### src/port_mux_pkg.sv
package port_mux_pkg;

  localparam int PIN_COUNT = 6;
  localparam int SYNC_STAGES = 3;

  localparam logic [31:0] FUNC_SELECT_ADDR = 32'hffff_0d00;
  localparam logic [31:0] DIR_LEVEL_ADDR = 32'hffff_0d10;
  localparam logic [31:0] BIT_SET_ADDR = 32'hffff_0d14;
  localparam logic [31:0] BIT_CLEAR_ADDR = 32'hffff_0d18;

  localparam int FSEL_STRIDE = 4;
  localparam int DIR_LSB = 24;
  localparam int OUT_LSB = 16;
  localparam int IN_LSB = 0;

  localparam logic [31:0] FUNC_SELECT_RESET = 32'h0000_0000;
  localparam logic [31:0] FUNC_SELECT_MASK = 32'h0011_1111;
  localparam logic [5:0] DIR_RESET = 6'h00;
  localparam logic [5:0] OUT_RESET = 6'h00;
  localparam logic PAD_LEVEL_RESET = 1'b1;
  localparam logic [5:0] PERIPH_IN_IDLE = 6'h11;

  localparam int PIN_SS = 0;
  localparam int PIN_SCLK = 1;
  localparam int PIN_MISO = 2;
  localparam int PIN_MOSI = 3;
  localparam int PIN_LIN_RX = 4;
  localparam int PIN_LIN_TX = 5;

endpackage

### src/gpio_port_function_select.sv
// Overview of operation
// RQ1: Six bidirectional pins, one port, each muxable.
// RQ2: Function select register resets to all zeros.
// RQ3: Pins hold their driven level during power-down.
// RQ4: Bit 0 routes pin 0 as SPI select.
// RQ5: Bit 4 routes pin 1 as SPI clock.
// RQ6: Bit 8 routes pin 2 as SPI MISO.
// RQ7: Bit 12 routes pin 3 as SPI MOSI.
// RQ8: Bit 16 routes pin 4 as LIN receive.
// RQ9: Bit 20 routes pin 5 as LIN transmit.
// RQ10: Software writes zero to unused select bits.
// RQ11: Data register holds direction, output, input levels.
// RQ12: Set register ones drive pins high, zeros ignored.
// RQ13: Selected peripheral alone controls pin drive and value.
`timescale 1ns/1ps
`default_nettype none

module gpio_port_function_select
  import port_mux_pkg::*;
#(
  parameter int PINS = PIN_COUNT
) (
  input wire logic clk,
  input wire logic rst,
  input wire logic [31:0] addr,
  input wire logic [31:0] wdata,
  input wire logic wr_en,
  input wire logic rd_en,
  output logic [31:0] rdata,
  input wire logic power_down,
  input wire logic [PINS-1:0] pin_in,
  output logic [PINS-1:0] pin_out,
  output logic [PINS-1:0] pin_oe_n,
  output logic spi_ss_in,
  output logic spi_sclk_in,
  input wire logic spi_sclk_out,
  input wire logic spi_sclk_drive,
  output logic spi_miso_in,
  input wire logic spi_miso_out,
  input wire logic spi_miso_drive,
  output logic spi_mosi_in,
  input wire logic spi_mosi_out,
  input wire logic spi_mosi_drive,
  output logic lin_test_receive,
  input wire logic lin_test_transmit
);

  logic [31:0] func_select_reg;
  logic [PINS-1:0] dir_reg;
  logic [PINS-1:0] dir_next;
  logic [PINS-1:0] out_reg;
  logic [PINS-1:0] out_next;
  logic [PINS-1:0] pad_out_reg;
  logic [PINS-1:0] pad_en_reg;
  logic [31:0] rdata_reg;

  logic [PINS-1:0] pin_level;
  logic [PINS-1:0] alt_sel;
  logic [PINS-1:0] alt_out;
  logic [PINS-1:0] alt_en;
  logic [PINS-1:0] drive_out;
  logic [PINS-1:0] drive_en;
  logic spi_ss_next;
  logic spi_ss_reg;
  logic spi_sclk_next;
  logic spi_sclk_reg;
  logic spi_miso_next;
  logic spi_miso_reg;
  logic spi_mosi_next;
  logic spi_mosi_reg;
  logic lin_rx_next;
  logic lin_rx_reg;

  // Register decode
  logic hit_func;
  logic hit_data;
  logic hit_set;
  logic hit_clear;
  logic wr_func;
  logic wr_data;
  logic wr_set;
  logic wr_clear;
  logic [PINS-1:0] wdata_dir;
  logic [PINS-1:0] wdata_out;
  logic [31:0] data_view;
  logic [31:0] read_value;

  assign hit_func = (addr == FUNC_SELECT_ADDR);
  assign hit_data = (addr == DIR_LEVEL_ADDR);
  assign hit_set = (addr == BIT_SET_ADDR);
  assign hit_clear = (addr == BIT_CLEAR_ADDR);
  assign wr_func = wr_en && hit_func;
  assign wr_data = wr_en && hit_data;
  assign wr_set = wr_en && hit_set;
  assign wr_clear = wr_en && hit_clear;
  assign wdata_dir = wdata[DIR_LSB +: PINS];
  assign wdata_out = wdata[OUT_LSB +: PINS];

  // Direction and output latch; set and clear touch only the ones written
  assign dir_next = wr_data ? wdata_dir : dir_reg; // [RQ11]
  assign out_next = wr_data ? wdata_out : // [RQ11]
                    wr_set ? (out_reg | wdata_out) : // [RQ12]
                    wr_clear ? (out_reg & ~wdata_out) :
                    out_reg;

  // Reserved bits are masked off so a careless write cannot leave stray state
  always_ff @(posedge clk or posedge rst) begin
    if (rst) begin
      func_select_reg <= FUNC_SELECT_RESET; // [RQ2]
    end else if (wr_func) begin
      func_select_reg <= wdata & FUNC_SELECT_MASK; // [RQ10]
    end
  end

  always_ff @(posedge clk or posedge rst) begin
    if (rst) begin
      dir_reg <= DIR_RESET;
      out_reg <= OUT_RESET;
    end else begin
      dir_reg <= dir_next;
      out_reg <= out_next;
    end
  end

  // Read path; write-only and unmapped addresses read zero
  always_comb begin
    data_view = 32'h0000_0000;
    data_view[DIR_LSB +: PINS] = dir_reg;
    data_view[OUT_LSB +: PINS] = out_reg;
    data_view[IN_LSB +: PINS] = pin_level; // [RQ11]
  end

  assign read_value = hit_func ? func_select_reg :
                      hit_data ? data_view :
                      32'h0000_0000;

  // Read data stands in the cycle after the strobe only
  always_ff @(posedge clk or posedge rst) begin
    if (rst) begin
      rdata_reg <= 32'h0000_0000;
    end else if (rd_en) begin
      rdata_reg <= read_value;
    end else begin
      rdata_reg <= 32'h0000_0000;
    end
  end

  assign rdata = rdata_reg;

  // Pin input conditioning, one filter per pin
  genvar gi;
  generate
    for (gi = 0; gi < PINS; gi = gi + 1) begin : g_pin
      pin_input_filter #(
        .RESET_LEVEL(PAD_LEVEL_RESET)
      ) u_filter (
        .clk(clk),
        .rst(rst),
        .pad_in(pin_in[gi]),
        .level(pin_level[gi])
      ); // [RQ1]
      assign alt_sel[gi] = func_select_reg[gi * FSEL_STRIDE];
      // Alternate function overrides port direction and output latch
      assign drive_out[gi] = alt_sel[gi] ? alt_out[gi] : out_reg[gi]; // [RQ13]
      assign drive_en[gi] = alt_sel[gi] ? alt_en[gi] : dir_reg[gi]; // [RQ13]
    end
  endgenerate

  // Per-pin alternate routing
  assign alt_out[PIN_SS] = 1'b0; // [RQ4]
  assign alt_en[PIN_SS] = 1'b0; // [RQ4]
  assign spi_ss_next = alt_sel[PIN_SS] ? pin_level[PIN_SS] : PERIPH_IN_IDLE[PIN_SS]; // [RQ4]

  assign alt_out[PIN_SCLK] = spi_sclk_out; // [RQ5]
  assign alt_en[PIN_SCLK] = spi_sclk_drive; // [RQ5]
  assign spi_sclk_next = alt_sel[PIN_SCLK] ? pin_level[PIN_SCLK] : PERIPH_IN_IDLE[PIN_SCLK]; // [RQ5]

  assign alt_out[PIN_MISO] = spi_miso_out; // [RQ6]
  assign alt_en[PIN_MISO] = spi_miso_drive; // [RQ6]
  assign spi_miso_next = alt_sel[PIN_MISO] ? pin_level[PIN_MISO] : PERIPH_IN_IDLE[PIN_MISO]; // [RQ6]

  assign alt_out[PIN_MOSI] = spi_mosi_out; // [RQ7]
  assign alt_en[PIN_MOSI] = spi_mosi_drive; // [RQ7]
  assign spi_mosi_next = alt_sel[PIN_MOSI] ? pin_level[PIN_MOSI] : PERIPH_IN_IDLE[PIN_MOSI]; // [RQ7]

  // Deselected LIN receive idles recessive
  assign alt_out[PIN_LIN_RX] = 1'b0; // [RQ8]
  assign alt_en[PIN_LIN_RX] = 1'b0; // [RQ8]
  assign lin_rx_next = alt_sel[PIN_LIN_RX] ? pin_level[PIN_LIN_RX] : PERIPH_IN_IDLE[PIN_LIN_RX]; // [RQ8]

  assign alt_out[PIN_LIN_TX] = lin_test_transmit; // [RQ9]
  assign alt_en[PIN_LIN_TX] = 1'b1; // [RQ9]

  // Peripheral inputs leave through a flop so a select write cannot glitch them
  always_ff @(posedge clk or posedge rst) begin
    if (rst) begin
      spi_ss_reg <= PERIPH_IN_IDLE[PIN_SS];
      spi_sclk_reg <= PERIPH_IN_IDLE[PIN_SCLK];
      spi_miso_reg <= PERIPH_IN_IDLE[PIN_MISO];
      spi_mosi_reg <= PERIPH_IN_IDLE[PIN_MOSI];
      lin_rx_reg <= PERIPH_IN_IDLE[PIN_LIN_RX];
    end else begin
      spi_ss_reg <= spi_ss_next;
      spi_sclk_reg <= spi_sclk_next;
      spi_miso_reg <= spi_miso_next;
      spi_mosi_reg <= spi_mosi_next;
      lin_rx_reg <= lin_rx_next;
    end
  end

  assign spi_ss_in = spi_ss_reg;
  assign spi_sclk_in = spi_sclk_reg;
  assign spi_miso_in = spi_miso_reg;
  assign spi_mosi_in = spi_mosi_reg;
  assign lin_test_receive = lin_rx_reg;

  // Pad drive is frozen in power-down so the board sees no glitch
  always_ff @(posedge clk or posedge rst) begin
    if (rst) begin
      pad_out_reg <= OUT_RESET;
      pad_en_reg <= DIR_RESET;
    end else if (!power_down) begin
      pad_out_reg <= drive_out;
      pad_en_reg <= drive_en;
    end // [RQ3]
  end

  assign pin_out = pad_out_reg;
  assign pin_oe_n = ~pad_en_reg;

endmodule

`default_nettype wire

### src/pin_input_filter.sv
`timescale 1ns/1ps
`default_nettype none

module pin_input_filter
  import port_mux_pkg::*;
#(
  parameter logic RESET_LEVEL = PAD_LEVEL_RESET
) (
  input wire logic clk,
  input wire logic rst,
  input wire logic pad_in,
  output logic level
);

  logic stage1_reg;
  logic stage2_reg;
  logic stage3_reg;
  logic level_reg;
  logic agree;

  // Only the second stage looks at stage1; a change counts once stages 2 and 3 agree
  assign agree = (stage2_reg == stage3_reg);
  assign level = level_reg;

  always_ff @(posedge clk or posedge rst) begin
    if (rst) begin
      stage1_reg <= RESET_LEVEL;
      stage2_reg <= RESET_LEVEL;
      stage3_reg <= RESET_LEVEL;
      level_reg <= RESET_LEVEL;
    end else begin
      stage1_reg <= pad_in;
      stage2_reg <= stage1_reg;
      stage3_reg <= stage2_reg;
      if (agree) begin
        level_reg <= stage3_reg;
      end
    end
  end

endmodule

`default_nettype wire

### config.mk
export PLATFORM = sky130hd
export DESIGN_NAME = gpio_port_function_select
export DESIGN_NICKNAME = d
export VERILOG_FILES = /design/src/port_mux_pkg.sv /design/src/gpio_port_function_select.sv /design/src/pin_input_filter.sv
export SDC_FILE = /design/constraint.sdc
export NUM_CORES = 1
export LEC_CHECK = 0
export BUFFER_PORTS_ARGS = -buffer_cell sky130_fd_sc_hd__buf_2
export CAP_MARGIN = 20
export CORE_MARGIN = 5
export CORE_UTILIZATION = 42
export DETAILED_ROUTE_END_ITERATION = 7
export PLACE_DENSITY = 0.79
export SLEW_MARGIN = 20
export SYNTH_ARGS = -nofsm -noshare
export SYNTH_HDL_FRONTEND = slang
export SYNTH_SLANG_ARGS = --single-unit
### constraint.sdc
create_clock -name clk -period 2.3 [get_ports clk]
set_input_delay 0.23 -clock clk [delete_from_list [all_inputs] [get_ports clk]]
set_output_delay 0.23 -clock clk [all_outputs]
set_load 0.02 [all_outputs]
======== Yosys cells after proc, flatten, opt, wreduce, memory -nomap -nowiden ========
Index checks and enable logic that the tools add are counted.
storage, ports and cells
  register bits after elaboration ......... 91
  latch bits .............................. 0
  RAM bits ................................ 0
  bits in read-only memories .............. 0
  input port bits ......................... 82
  output and inout port bits .............. 49
  word-level logic and storage cells ...... 77
  memories kept ........................... 0
operators by class
  add/sub/neg operators ................... 0
  $mul .................................... 0
  divide/modulo/power cells ............... 0
  magnitude comparators ................... 0
  eq/ne operators ......................... 10
  shifts and indexed selects .............. 0
  multiplexer cells ....................... 23
  bitwise logic cells ..................... 4
  reductions and logical operators ........ 5
operators with widths
  operator                                      number
  equality test 32 bit (second input constant)  4
  2-to-1 mux 30 bit                             3
  2-to-1 mux 6 bit                              3
  2-to-1 mux 1 bit                              17
  inverter 6 bit                                2
  bitwise AND 6 bit                             1
  equality test 1 bit                           6
  OR 6 bit                                      1
  logical AND 1 bit                             4
  nonzero test 3 bit                            1

======== Depth between registers and ports, before layout ========
Gate-level depths: netlist (run 1).
  depth in word-level cells ............... 5
  depth in mapped cells ................... 6
  gate-level depth less buffers ........... 4

======== Hierarchy ========
Synthesis (run 1) repeated with hierarchy kept, for this count alone.
unflattened totals
  cells, all modules ...................... 233
  area, all modules ....................... 3086.7 um^2
by module, submodules not included
  module                     instances  cells an instance  area each (um^2)  seq. area each (um^2)
  gpio_port_function_select  1          197                2366.0            1378.8
  pin_input_filter           6          6                  120.1             105.1

======== Worst setup path after synthesis (run 1) ========
OpenSTA, ideal clock, no wires.
  path kind ............................... input -> register
  start point ............................. input addr[23]
  end point ............................... register func_select_reg[0]
  setup time .............................. 0.125 ns
  arrival ................................. 1.729 ns
  required time ........................... 2.175 ns
  path slack .............................. 0.446 ns
  stages on the path ...................... 5
  path buffers ............................ 1
  path through ............................ nand4_1 -> or4_1 -> buf_2 -> nor4_4 -> mux2_2
between the ends
  cells in the longest elaborated chain, start to end .. 2
RTL lines
  item                  RTL line                          RTL
  from (decl)           gpio_port_function_select.sv:25   input wire logic [31:0] addr,
  equality test 32 bit  gpio_port_function_select.sv:88   assign hit_func = (addr == FUNC_SELECT_ADDR);
  logical AND 1 bit     gpio_port_function_select.sv:92   assign wr_func = wr_en && hit_func;
  to (signal assigned)  gpio_port_function_select.sv:111  func_select_reg <= wdata & FUNC_SELECT_MASK;
  to (decl)             gpio_port_function_select.sv:48   logic [31:0] func_select_reg;
No other way between the ends.
A chain may end at the register's enable or synchronous reset.

======== Worst setup path in the final report (run 1) ========
  start point ............................. input addr[0]
  end point ............................... register dir_reg[2]
between the ends
  cells in the longest elaborated chain, start to end .. 2
RTL lines
  item                  RTL line                          RTL
  equality test 32 bit  gpio_port_function_select.sv:89   assign hit_data = (addr == DIR_LEVEL_ADDR);
  logical AND 1 bit     gpio_port_function_select.sv:93   assign wr_data = wr_en && hit_data;
  to (signal assigned)  gpio_port_function_select.sv:120  dir_reg <= dir_next;
  to (decl)             gpio_port_function_select.sv:49   logic [PINS-1:0] dir_reg;
No other way between the ends.

==> flow_metrics.env, run 1 <==
export IMPL_run_status="finished clean"
export IMPL_layout_setup_ws_ns=0.665
export IMPL_gr_usage_all_layers=0.156
export IMPL_core_area_um2=7140
export IMPL_grt_max_degree=80
export IMPL_synth_lib_cells_used_distinct=32
export IMPL_clock_fmax_mhz=612
export IMPL_ys_ff_latch=79
export IMPL_synth_yosys_seq_area_share=0.661
export IMPL_synth_top_cells_by_area="sky130_fd_sc_hd__dfrtp_1 (44%), sky130_fd_sc_hd__dfstp_2 (22%), sky130_fd_sc_hd__mux2_2 (4.4%)"
export IMPL_critical_path_start_type="input port"
export IMPL_setup_viol=0
export IMPL_report_final_hold_viol_count=0
export IMPL_synth_edf_count=0
export IMPL_timing_critical_path_fanout_max=7
export IMPL_detail_route_antenna_nets=0
export IMPL_vias_per_cell=4.75
export IMPL_most_frequently_used_cell_type_in_the_post_synthesis_netlist="sky130_fd_sc_hd__dfrtp_1"
export IMPL_numClockSinks=79
export IMPL_timing_hold_worst_class="in -> reg"
export IMPL_clkSlewWorstSetupHoldPaths_ns=0.08
export IMPL_numCtsBuffers=9
export IMPL_worst_endpoint_required_ns=2.52
export IMPL_post_place_ws_ns=0.322
export IMPL_final_max_tran_viols=0
export IMPL_static_leakage_uw=0.00199
export IMPL_timing_final_crit_period_ns=1.64
export IMPL_drt_initial_drc_count=42
export IMPL_ys_async_sr_fraction=1.00
export IMPL_synth_area_um2=3040
export IMPL_cts_tree="done"
export IMPL_top_flip_flop_cell_by_instance_count_after_synthesis="sky130_fd_sc_hd__dfrtp_1"
export IMPL_numPlacedInstances=423
export IMPL_global_route_wire_length_before_repair_um=10400
export IMPL_synth_yosys_warnings=0
export IMPL_wirelength_um=6510
export IMPL_starting_density=0.426
export IMPL_endpoint_kind="flip-flop"
export IMPL_gpl_final_weighted_congestion=0.782
export IMPL_drcViolationCount=0
export IMPL_detail_route_first_pass_iterations=4
export IMPL_cellPowerDensity_nw_per_um2=663
export IMPL_antenna_found_initial=0
export IMPL_num_vias=2119
export IMPL_placed_area_um2=3660
export IMPL_nNetsFinal=424
export IMPL_setup_reg_to_reg_worst_slack_ns=1.39
export IMPL_drive_gt1_frac=0.476
export IMPL_chipWidth_um=95.1
export IMPL_detailedPlacementHpwl_um=4830
export IMPL_cts_max_level=3
export IMPL_die_footprint_um2=9040
export IMPL_clk_insertion_delay_late_ns=0.34
export IMPL_cts_root_buffer_cell="sky130_fd_sc_hd__clkbuf_8"
export IMPL_design_portCount=131
export IMPL_crit_type="in -> reg"
export IMPL_layout_cell_area_non_filler_um2=3930
export IMPL_port_buffers=102
export IMPL_setup_total_negative_slack_ns=0
export IMPL_grt_pass1_vias=2187
export IMPL_max_cap_violations=0
export IMPL_instances_no_fill=446
export IMPL_syn_to_final_growth_pct=29.2
export IMPL_synthTopCellsByCount="sky130_fd_sc_hd__dfrtp_1 (53), sky130_fd_sc_hd__dfstp_2 (26), sky130_fd_sc_hd__and3_1 (14)"
export IMPL_clock_skew_final_ns=0.00989
export IMPL_ctsResizeCount=0
export IMPL_yosysTopAreaCell="sky130_fd_sc_hd__dfrtp_1"
export IMPL_routed_wire_length_per_instance_um=14.6
export IMPL_placementRows=31
export IMPL_syn_avg_cell_area_um2=13.6
export IMPL_synth_top_cell_area_share=0.436
export IMPL_largest_register_ffs=20
export IMPL_global_route_congestion_overflow_total=0
export IMPL_num_antenna_cells=0
export IMPL_worst_ir_drop_vdd_mv=0.308
export IMPL_post_cts_repair_setup_buffers=0
export IMPL_grt_setup_unrepaired="false"
export IMPL_syn_instance_count=223
export IMPL_die_h_um=95.1
export IMPL_clockBufferDepth=2
export IMPL_final_min_period_over_clock_period=0.711
export IMPL_crit_arrival_ns=1.86
export IMPL_total_power_uw=2600
-- routing by layer --
metal / GRT usage / part of all wire / vias to the layer above
met5: 0 / 0 / -
met4: 0.0697 / 0.021 / 0
met3: 0.0513 / 0.076 / 10
met2: 0.257 / 0.49 / 80
met1: 0.184 / 0.41 / 1024
li1: - / - / 1005
-- cells by family (layout without fill, tap and decap cells) --
family	count (synthesis)	after routing	share of synthesized area
flops	79	79	0.661
simple gates	61	61	0.132
fa+ha+maj	6	6	0.0198
other cells	1	12	0.00123
buf+inv	29	142	0.0510
mux	23	23	0.0807
compound gates	24	24	0.0543
-- worst paths after layout --
kind,start,to,depth (start not counted)
worst max-delay path,addr[0],dir_reg[2]$_DFFE_PP0P_,5
worst min-delay path,wdata[8],func_select_reg[8]$_DFFE_PP0P_,2
worst max register to register,g_pin[4].u_filter.level$_DFFE_PP1N_,rdata[4]$_DFF_PP0_,2
worst min register to register,g_pin[5].u_filter.stage1_reg$_DFF_PP1_,g_pin[5].u_filter.stage2_reg$_DFF_PP1_,0
max in group asynchronous,rst,g_pin[2].u_filter.stage1_reg$_DFF_PP1_,4
min in group asynchronous,rst,rdata[3]$_DFF_PP0_,4
-- critical path: stages --
cell and delay (ns):
sky130_fd_sc_hd__buf_2 0.10, sky130_fd_sc_hd__nor4_1 0.43, sky130_fd_sc_hd__and4_1 0.41, sky130_fd_sc_hd__nand4_2 0.32, sky130_fd_sc_hd__mux2_2 0.37
-- report_power, final --
group          total [uW]  switching (uW)  internal, uW
logic                 160            91.9          68.6
registers            1450            14.3          1440
clock network         991             458           533
-- metrics by stage --
stage | hold WS [ns] | utilization
floorplan | 0.234 | -
global placement | 0.333 | 0.513
detailed placement | 0.337 | 0.513
CTS | 0.111 | 0.550
global route | 0.106 | 0.550
finish | 0.125 | 0.550
-- cells in the final DEF (no fill, tap or decap), drive strengths merged, types with 6 or more instances in the layout --
master and n:
conb 12, nand4 6, clkbuf 13, dfrtp 53, dlygate4sd3 7, nand2 12, mux2 12, nor4 9
dfstp 26, inv 9, mux2i 11, o2111ai 6, buf 109, a22o 6, and3 14, nand2b 6
o21ai 11, maj3 6
-- repair_timing --
action | 4_1_cts | 5_1_grt
setup endpoints to repair | 0 | 0
hold buffers | 7 | 0
hold endpoints to repair | 59 | 0
-- area by class of cell --
type                       count  area, um2
clock buffer                  13        149
timing repair buffer         116        646
sequential                    79       2010
tap                           99        124
fill                         628       3210
multi-input combinational    126        917
clock inverter                 3       43.8
inverter                      10       38.8
Power figures use the tool's default switching activity.
==> run 2: changes to the inputs <==
- ABC_AREA: not set -> 1
- CORE_UTILIZATION: 42 -> 43
- PLACE_DENSITY: 0.79 -> 0.8
- clock period: 2.3 -> 1.39 ns (I/O delays scaled with it)
==> run 2 against run 1 <==
Compared with the run above: wire length is 5.7% higher; critical path depth decreased by 4; sequential cell count unchanged; sequential share of layout area decreased by 2.0 points; highest routed layer unchanged; sequential power up 69%; final area grew 4.0%; critical endpoint is now lin_test_receive; clock power is 100% higher; hold slack worse by 0.11 ns; via count grew 12%.
==> flow_metrics.env, run 2 <==
export IMPL_timing_hold_worst_class="in -> reg"
export IMPL_cts_max_level=3
export IMPL_synth_edf_count=0
export IMPL_clockBufferDepth=2
export IMPL_timing_critical_path_buf_inv=1
export IMPL_global_route_congestion_overflow_total=0
export IMPL_antenna_found_initial=0
export IMPL_cts_tree="done"
export IMPL_synth_yosys_seq_area_share=0.634
export IMPL_report_final_hold_viol_count=0
export IMPL_nNetsFinal=520
export IMPL_slowest_stage="sky130_fd_sc_hd__dfstp_2"
export IMPL_met3RoutedLength_um=681
export IMPL_commonest_cells_after_routing_fill_and_taps_aside="sky130_fd_sc_hd__buf_2 (102), sky130_fd_sc_hd__nand2_1 (85), sky130_fd_sc_hd__dfrtp_1 (53)"
export IMPL_yosysTopAreaCell="sky130_fd_sc_hd__dfrtp_1"
export IMPL_grt_max_degree=80
export IMPL_ctsResizeCount=0
export IMPL_max_cap_violations=0
export IMPL_most_frequently_used_cell_type_in_the_post_synthesis_netlist="sky130_fd_sc_hd__nand2_1"
export IMPL_design_portCount=131
export IMPL_gr_usage_all_layers=0.158
export IMPL_synth_top_cells_by_area="sky130_fd_sc_hd__dfrtp_1 (42%), sky130_fd_sc_hd__dfstp_2 (22%), sky130_fd_sc_hd__nand2_1 (10%)"
export IMPL_final_core_util=0.566
export IMPL_clkSlewWorstSetupHoldPaths_ns=0.07
export IMPL_timing_critical_path_cells="buf_2"
export IMPL_synthTopCellsByCount="sky130_fd_sc_hd__nand2_1 (85), sky130_fd_sc_hd__dfrtp_1 (53), sky130_fd_sc_hd__inv_1 (46)"
export IMPL_crit_type="reg -> out"
export IMPL_crit_arrival_ns=1.01
export IMPL_timing_critical_path_slowest_cell_delay_ns=0.53
export IMPL_n_fill_cell=666
export IMPL_clock_skew_final_ns=0.00664
export IMPL_worst_endpoint_required_ns=1.25
export IMPL_die_footprint_um2=9180
export IMPL_numClockSinks=79
export IMPL_drive_gt1_frac=0.352
export IMPL_cts_root_buffer_cell="sky130_fd_sc_hd__clkbuf_8"
export IMPL_layout_commonest_cell="sky130_fd_sc_hd__buf_2"
export IMPL_vias_per_cell=4.39
export IMPL_die_h_um=95.8
export IMPL_crit_family="flip-flops"
export IMPL_m1WireLength_um=2780
export IMPL_clock_fmax_mhz=869
export IMPL_synth_yosys_warnings=0
export IMPL_critical_path_start_type="flip-flop"
export IMPL_ys_async_sr_fraction=1.00
export IMPL_port_buffers=102
export IMPL_gpl_final_weighted_congestion=0.846
export IMPL_critical_path_depth=1
export IMPL_worst_ir_drop_vdd_mv=0.428
export IMPL_numCtsBuffers=9
export IMPL_chipWidth_um=95.8
export IMPL_grt_pass1_vias=2363
export IMPL_num_antenna_cells=0
export IMPL_worst_hold_path_num_cells=3
export IMPL_top_layer="met4"
export IMPL_grt_setup_unrepaired="false"
export IMPL_timing_final_crit_period_ns=1.15
export IMPL_drcViolationCount=0
export IMPL_synth_lib_cells_used_distinct=28
export IMPL_endpoint_kind="output pin"
export IMPL_syn_instance_count=320
export IMPL_layout_cell_area_non_filler_um2=4090
export IMPL_synth_area_um2=3170
export IMPL_largest_register_ffs=20
export IMPL_starting_density=0.439
export IMPL_timing_critical_path_fanout_max=1
export IMPL_detailedPlacementHpwl_um=5260
export IMPL_rr_worst_depth=3
export IMPL_met2_length_um=3340
export IMPL_run_status="finished clean"
export IMPL_placed_area_um2=3770
export IMPL_routed_wire_length_per_instance_um=12.7
export IMPL_drt_initial_drc_count=47
export IMPL_final_max_tran_viols=0
export IMPL_placementRows=31
export IMPL_critical_path_reg2reg_startpoint="func_select_reg[12]$_DFFE_PP0P_"
export IMPL_ys_ff_latch=79
export IMPL_synth_top_cell_area_share=0.419
export IMPL_static_leakage_uw=0.00215
export IMPL_core_area_um2=7210
export IMPL_total_power_uw=4810
export IMPL_setup_viol=0
export IMPL_syn_avg_cell_area_um2=9.90
export IMPL_detail_route_antenna_nets=0
export IMPL_top_flip_flop_cell_by_instance_count_after_synthesis="sky130_fd_sc_hd__dfrtp_1"
export IMPL_detail_route_first_pass_iterations=4
export IMPL_syn_to_final_growth_pct=28.9
export IMPL_crit_path_start="lin_test_receive$_DFF_PP1_"
export IMPL_clk_insertion_delay_late_ns=0.33
export IMPL_hp_start="wdata[26]"
export IMPL_cellPowerDensity_nw_per_um2=1180
export IMPL_final_min_period_over_clock_period=0.828
export IMPL_global_route_wire_length_before_repair_um=10800
export IMPL_num_vias=2382
export IMPL_wirelength_um=6880
==> run 2: cells by family after synthesis <==
| logic type | after synthesis | share of synthesized area |
|---|---|---|
| AO/OA/AOI/OAI | 35 | 0.0600 |
| buffers and inverters | 65 | 0.0972 |
| other | 1 | 0.00118 |
| adder cells (fa/ha/maj) | 6 | 0.0190 |
| AND/OR/NAND/NOR | 134 | 0.188 |
| flip-flops | 79 | 0.634 |
==> run 2: final cells by class <==
type / instances / area, um2 / share of cell area
Inverter: 48 / 184 / 0.0450
Clock inverter: 5 / 106 / 0.0260
Tap cell: 99 / 124 / 0.0303
Multi-Input combinational cell: 187 / 892 / 0.218
Timing Repair Buffer: 113 / 638 / 0.156
Sequential cell: 79 / 2010 / 0.492
Clock buffer: 11 / 131 / 0.0322
==> run 2: worst paths after layout <==
check                                                          to  slack (ns)
min in group asynchronous                   spi_miso_in$_DFF_PP0_        0.46
setup reg to reg                        pad_en_reg[3]$_DFFE_PP0N_        0.50
hold / removal                             dir_reg[2]$_DFFE_PP0P_        0.02
max in group asynchronous     g_pin[1].u_filter.level$_DFFE_PP1N_        0.59
hold reg to reg            g_pin[1].u_filter.stage2_reg$_DFF_PP1_        0.36
setup / recovery                                 lin_test_receive        0.24
==> run 2: worst min-delay path: cells and delay by family <==
| family | cells | cell delay, ns |
|---|---|---|
| AO/OA/AOI/OAI | 1 | 0.06 |
| buffers and inverters | 1 | 0.08 |
| AND/OR/NAND/NOR | 1 | 0.04 |
==> run 2: per-layer routing <==
metal | track usage | up-vias
met3 | 0.0469 | 4
met4 | 0.0699 | 0
li1 | - | 1202
met5 | 0 | -
met2 | 0.266 | 101
met1 | 0.188 | 1075
==> run 2: power breakdown <==
| group | internal (uW) | switching [uW] | total, uW | leakage [uW] |
|---|---|---|---|---|
| Clock | 1200 | 782 | 1980 | 0.000114 |
| Sequential | 2410 | 32.5 | 2450 | 0.000928 |
| Combinational | 158 | 232 | 390 | 0.00111 |
==> run 2: metrics by stage <==
step,worst slack (ns),TNS (ns),hold WS [ns],cells
finish,0.239,0,0.0193,542
floorplan,0.289,0,0.143,331
detailed placement,-0.00917,-0.0132,0.245,518
global route,0.146,0,0.0119,542
CTS,0.214,0,0.000814,542
global placement,0.0609,0,0.244,518
==> run 2: what timing repair did <==
| item | CTS | global route |
|---|---|---|
| hold buffers | 8 | 0 |
| endpoints found under the hold margin | 60 | 0 |
| setup buffers | 0 | 0 |
==> run 3: changes to the inputs <==
- CORE_UTILIZATION: 43 -> 48
- PLACE_DENSITY: 0.8 -> 0.84
- clock period: 1.39 -> 1.15 ns (I/O delays scaled with it)
==> run 3 against run 2 <==
Compared with the run above: register-to-register slack worse by 0.24 ns; clock skew grew 0.00085 ns; sequential cell count unchanged; clock-buffer cell count did not move; power is 20% higher; first-iteration DRC count rose by 140%; die area shrank 9.4%; global-route usage is 2.8 points higher; sequential power up 21%; wire length grew 5.7%; sequential share of layout area decreased by 2.0 points; core utilization increased by 10 points.
==> flow_metrics.env, run 3 (same netlist as run 2, synthesis figures left out) <==
export IMPL_slowest_stage="sky130_fd_sc_hd__dfstp_2"
export IMPL_max_cap_violations=0
export IMPL_antenna_found_initial=0
export IMPL_gr_usage_all_layers=0.186
export IMPL_clock_fmax_mhz=903
export IMPL_rr_worst_depth=3
export IMPL_run_status="finished clean"
export IMPL_global_route_congestion_overflow_total=0
export IMPL_grt_max_degree=80
export IMPL_cellPowerDensity_nw_per_um2=1350
export IMPL_clockBufferDepth=2
export IMPL_cts_root_buffer_cell="sky130_fd_sc_hd__clkbuf_8"
export IMPL_die_footprint_um2=8320
export IMPL_port_buffers=102
export IMPL_core_area_um2=6390
export IMPL_timing_final_crit_period_ns=1.11
export IMPL_drt_initial_drc_count=113
export IMPL_starting_density=0.496
export IMPL_chipWidth_um=91.2
export IMPL_drive_gt1_frac=0.358
export IMPL_multiInputGateArea_um2=892
export IMPL_report_final_hold_viol_count=0
export IMPL_grt_setup_unrepaired="false"
export IMPL_timing_critical_path_buf_inv=1
export IMPL_nNetsFinal=543
export IMPL_seqCellArea_um2=2010
export IMPL_grt_pass1_vias=2638
export IMPL_crit_family="flip-flops"
export IMPL_total_power_uw=5760
export IMPL_largest_register_ffs=20
export IMPL_layout_commonest_cell="sky130_fd_sc_hd__buf_2"
export IMPL_design_portCount=131
export IMPL_num_antenna_cells=0
export IMPL_numClockSinks=79
export IMPL_gpl_final_weighted_congestion=0.760
export IMPL_crit_type="reg -> out"
export IMPL_final_core_util=0.667
export IMPL_fin_hold_ws_ns=0.0185
export IMPL_num_vias=2507
export IMPL_timing_critical_path_slowest_cell_delay_ns=0.52
export IMPL_timing_critical_path_cells="buf_4"
export IMPL_placementRows=29
export IMPL_detailedPlacementHpwl_um=5450
export IMPL_commonest_cells_after_routing_fill_and_taps_aside="sky130_fd_sc_hd__buf_2 (99), sky130_fd_sc_hd__nand2_1 (85), sky130_fd_sc_hd__dfrtp_1 (53)"
export IMPL_final_max_tran_viols=0
export IMPL_worst_endpoint_required_ns=1.03
export IMPL_global_route_wire_length_before_repair_um=12300
export IMPL_clk_insertion_delay_late_ns=0.35
export IMPL_vias_per_cell=4.62
export IMPL_routed_wire_length_per_instance_um=13.4
export IMPL_crit_arrival_ns=0.99
export IMPL_syn_to_final_growth_pct=34.4
export IMPL_cts_max_level=3
export IMPL_post_cts_repair_setup_buffers=0
export IMPL_critical_path_depth=1
export IMPL_worst_ir_drop_vdd_mv=0.884
export IMPL_timing_critical_path_fanout_max=1
export IMPL_endpoint_kind="output pin"
export IMPL_n_fill_cell=509
export IMPL_numCtsBuffers=9
export IMPL_critical_path_start_type="flip-flop"
export IMPL_timing_hold_worst_class="in -> reg"
export IMPL_layout_cell_area_non_filler_um2=4260
export IMPL_detail_route_antenna_nets=0
export IMPL_setup_viol=0
export IMPL_detail_route_first_pass_iterations=4
export IMPL_drcViolationCount=0
export IMPL_clock_skew_final_ns=0.00748
export IMPL_static_leakage_uw=0.00226
export IMPL_final_min_period_over_clock_period=0.963
export IMPL_die_h_um=91.2
export IMPL_worst_hold_path_num_cells=3
export IMPL_wirelength_um=7270
export IMPL_clkSlewWorstSetupHoldPaths_ns=0.08
export IMPL_placed_area_um2=3810
export IMPL_cts_tree="done"
run 3: changes by cell type in the layout (fill, tap and decap cells not counted):
cell and delta:
sky130_fd_sc_hd__dlygate4sd3_1 +13, sky130_fd_sc_hd__buf_4 +12, sky130_fd_sc_hd__buf_2 -3, sky130_fd_sc_hd__clkinv_2 +2, sky130_fd_sc_hd__buf_6 +1, sky130_fd_sc_hd__bufinv_16 -1, sky130_fd_sc_hd__clkbuf_1 -1, sky130_fd_sc_hd__clkbuf_8 +1
sky130_fd_sc_hd__clkinv_4 -1, sky130_fd_sc_hd__clkinvlp_4 -1, sky130_fd_sc_hd__inv_6 +1
run 3: final timing paths:
| check | start | to | slack, ns |
|---|---|---|---|
| max reg2reg | func_select_reg[12]$_DFFE_PP0P_ | pin_out[3]$_DFFE_PP0N_ | 0.26 |
| max | lin_test_receive$_DFF_PP1_ | lin_test_receive | 0.04 |
| min reg2reg | g_pin[1].u_filter.stage1_reg$_DFF_PP1_ | g_pin[1].u_filter.stage2_reg$_DFF_PP1_ | 0.36 |
| min in group asynchronous | rst | rdata[2]$_DFF_PP0_ | 0.41 |
| min | wdata[16] | flip-flop | 0.02 |
| max in group asynchronous | rst | g_pin[5].u_filter.level$_DFFE_PP1N_ | 0.39 |
run 3: what timing repair did:
| item | CTS | global route |
|---|---|---|
| endpoints found under the setup margin | 1 | 3 |
| hold endpoints to repair | 73 | 0 |
| hold buffers | 21 | 0 |
| gates resized for setup | 1 | 3 |
run 3: final cells by class:
class	count	share of cell area
Clock buffer	11	0.0332
Sequential cell	79	0.472
Timing Repair Buffer	136	0.201
Multi-Input combinational cell	187	0.210
Inverter	48	0.0432
Tap cell	77	0.0226
Clock inverter	5	0.0185
run 3: per-layer routing:
layer	up-vias	wire length, um	GRT usage
li1	1248	-	-
met1	1146	3020	0.237
met2	97	3450	0.297
met3	16	638	0.0612
met4	0	167	0.0685
met5	-	0	0
run 3: power breakdown:
part	switching, uW	internal, uW
Combinational	297	247
Clock	974	1280
Sequential	43.8	2920
Total	1310	4450
run 3: through the flow:
step / setup slack (ns) / TNS (ns) / std cells
after floorplan: 0.0727 / 0 / 331
after global placement: -0.192 / -3.73 / 506
after detailed placement: -0.203 / -5.02 / 506
after CTS: 0.00630 / 0 / 543
after global routing: 0.00669 / 0 / 543
final: 0.0429 / 0 / 543
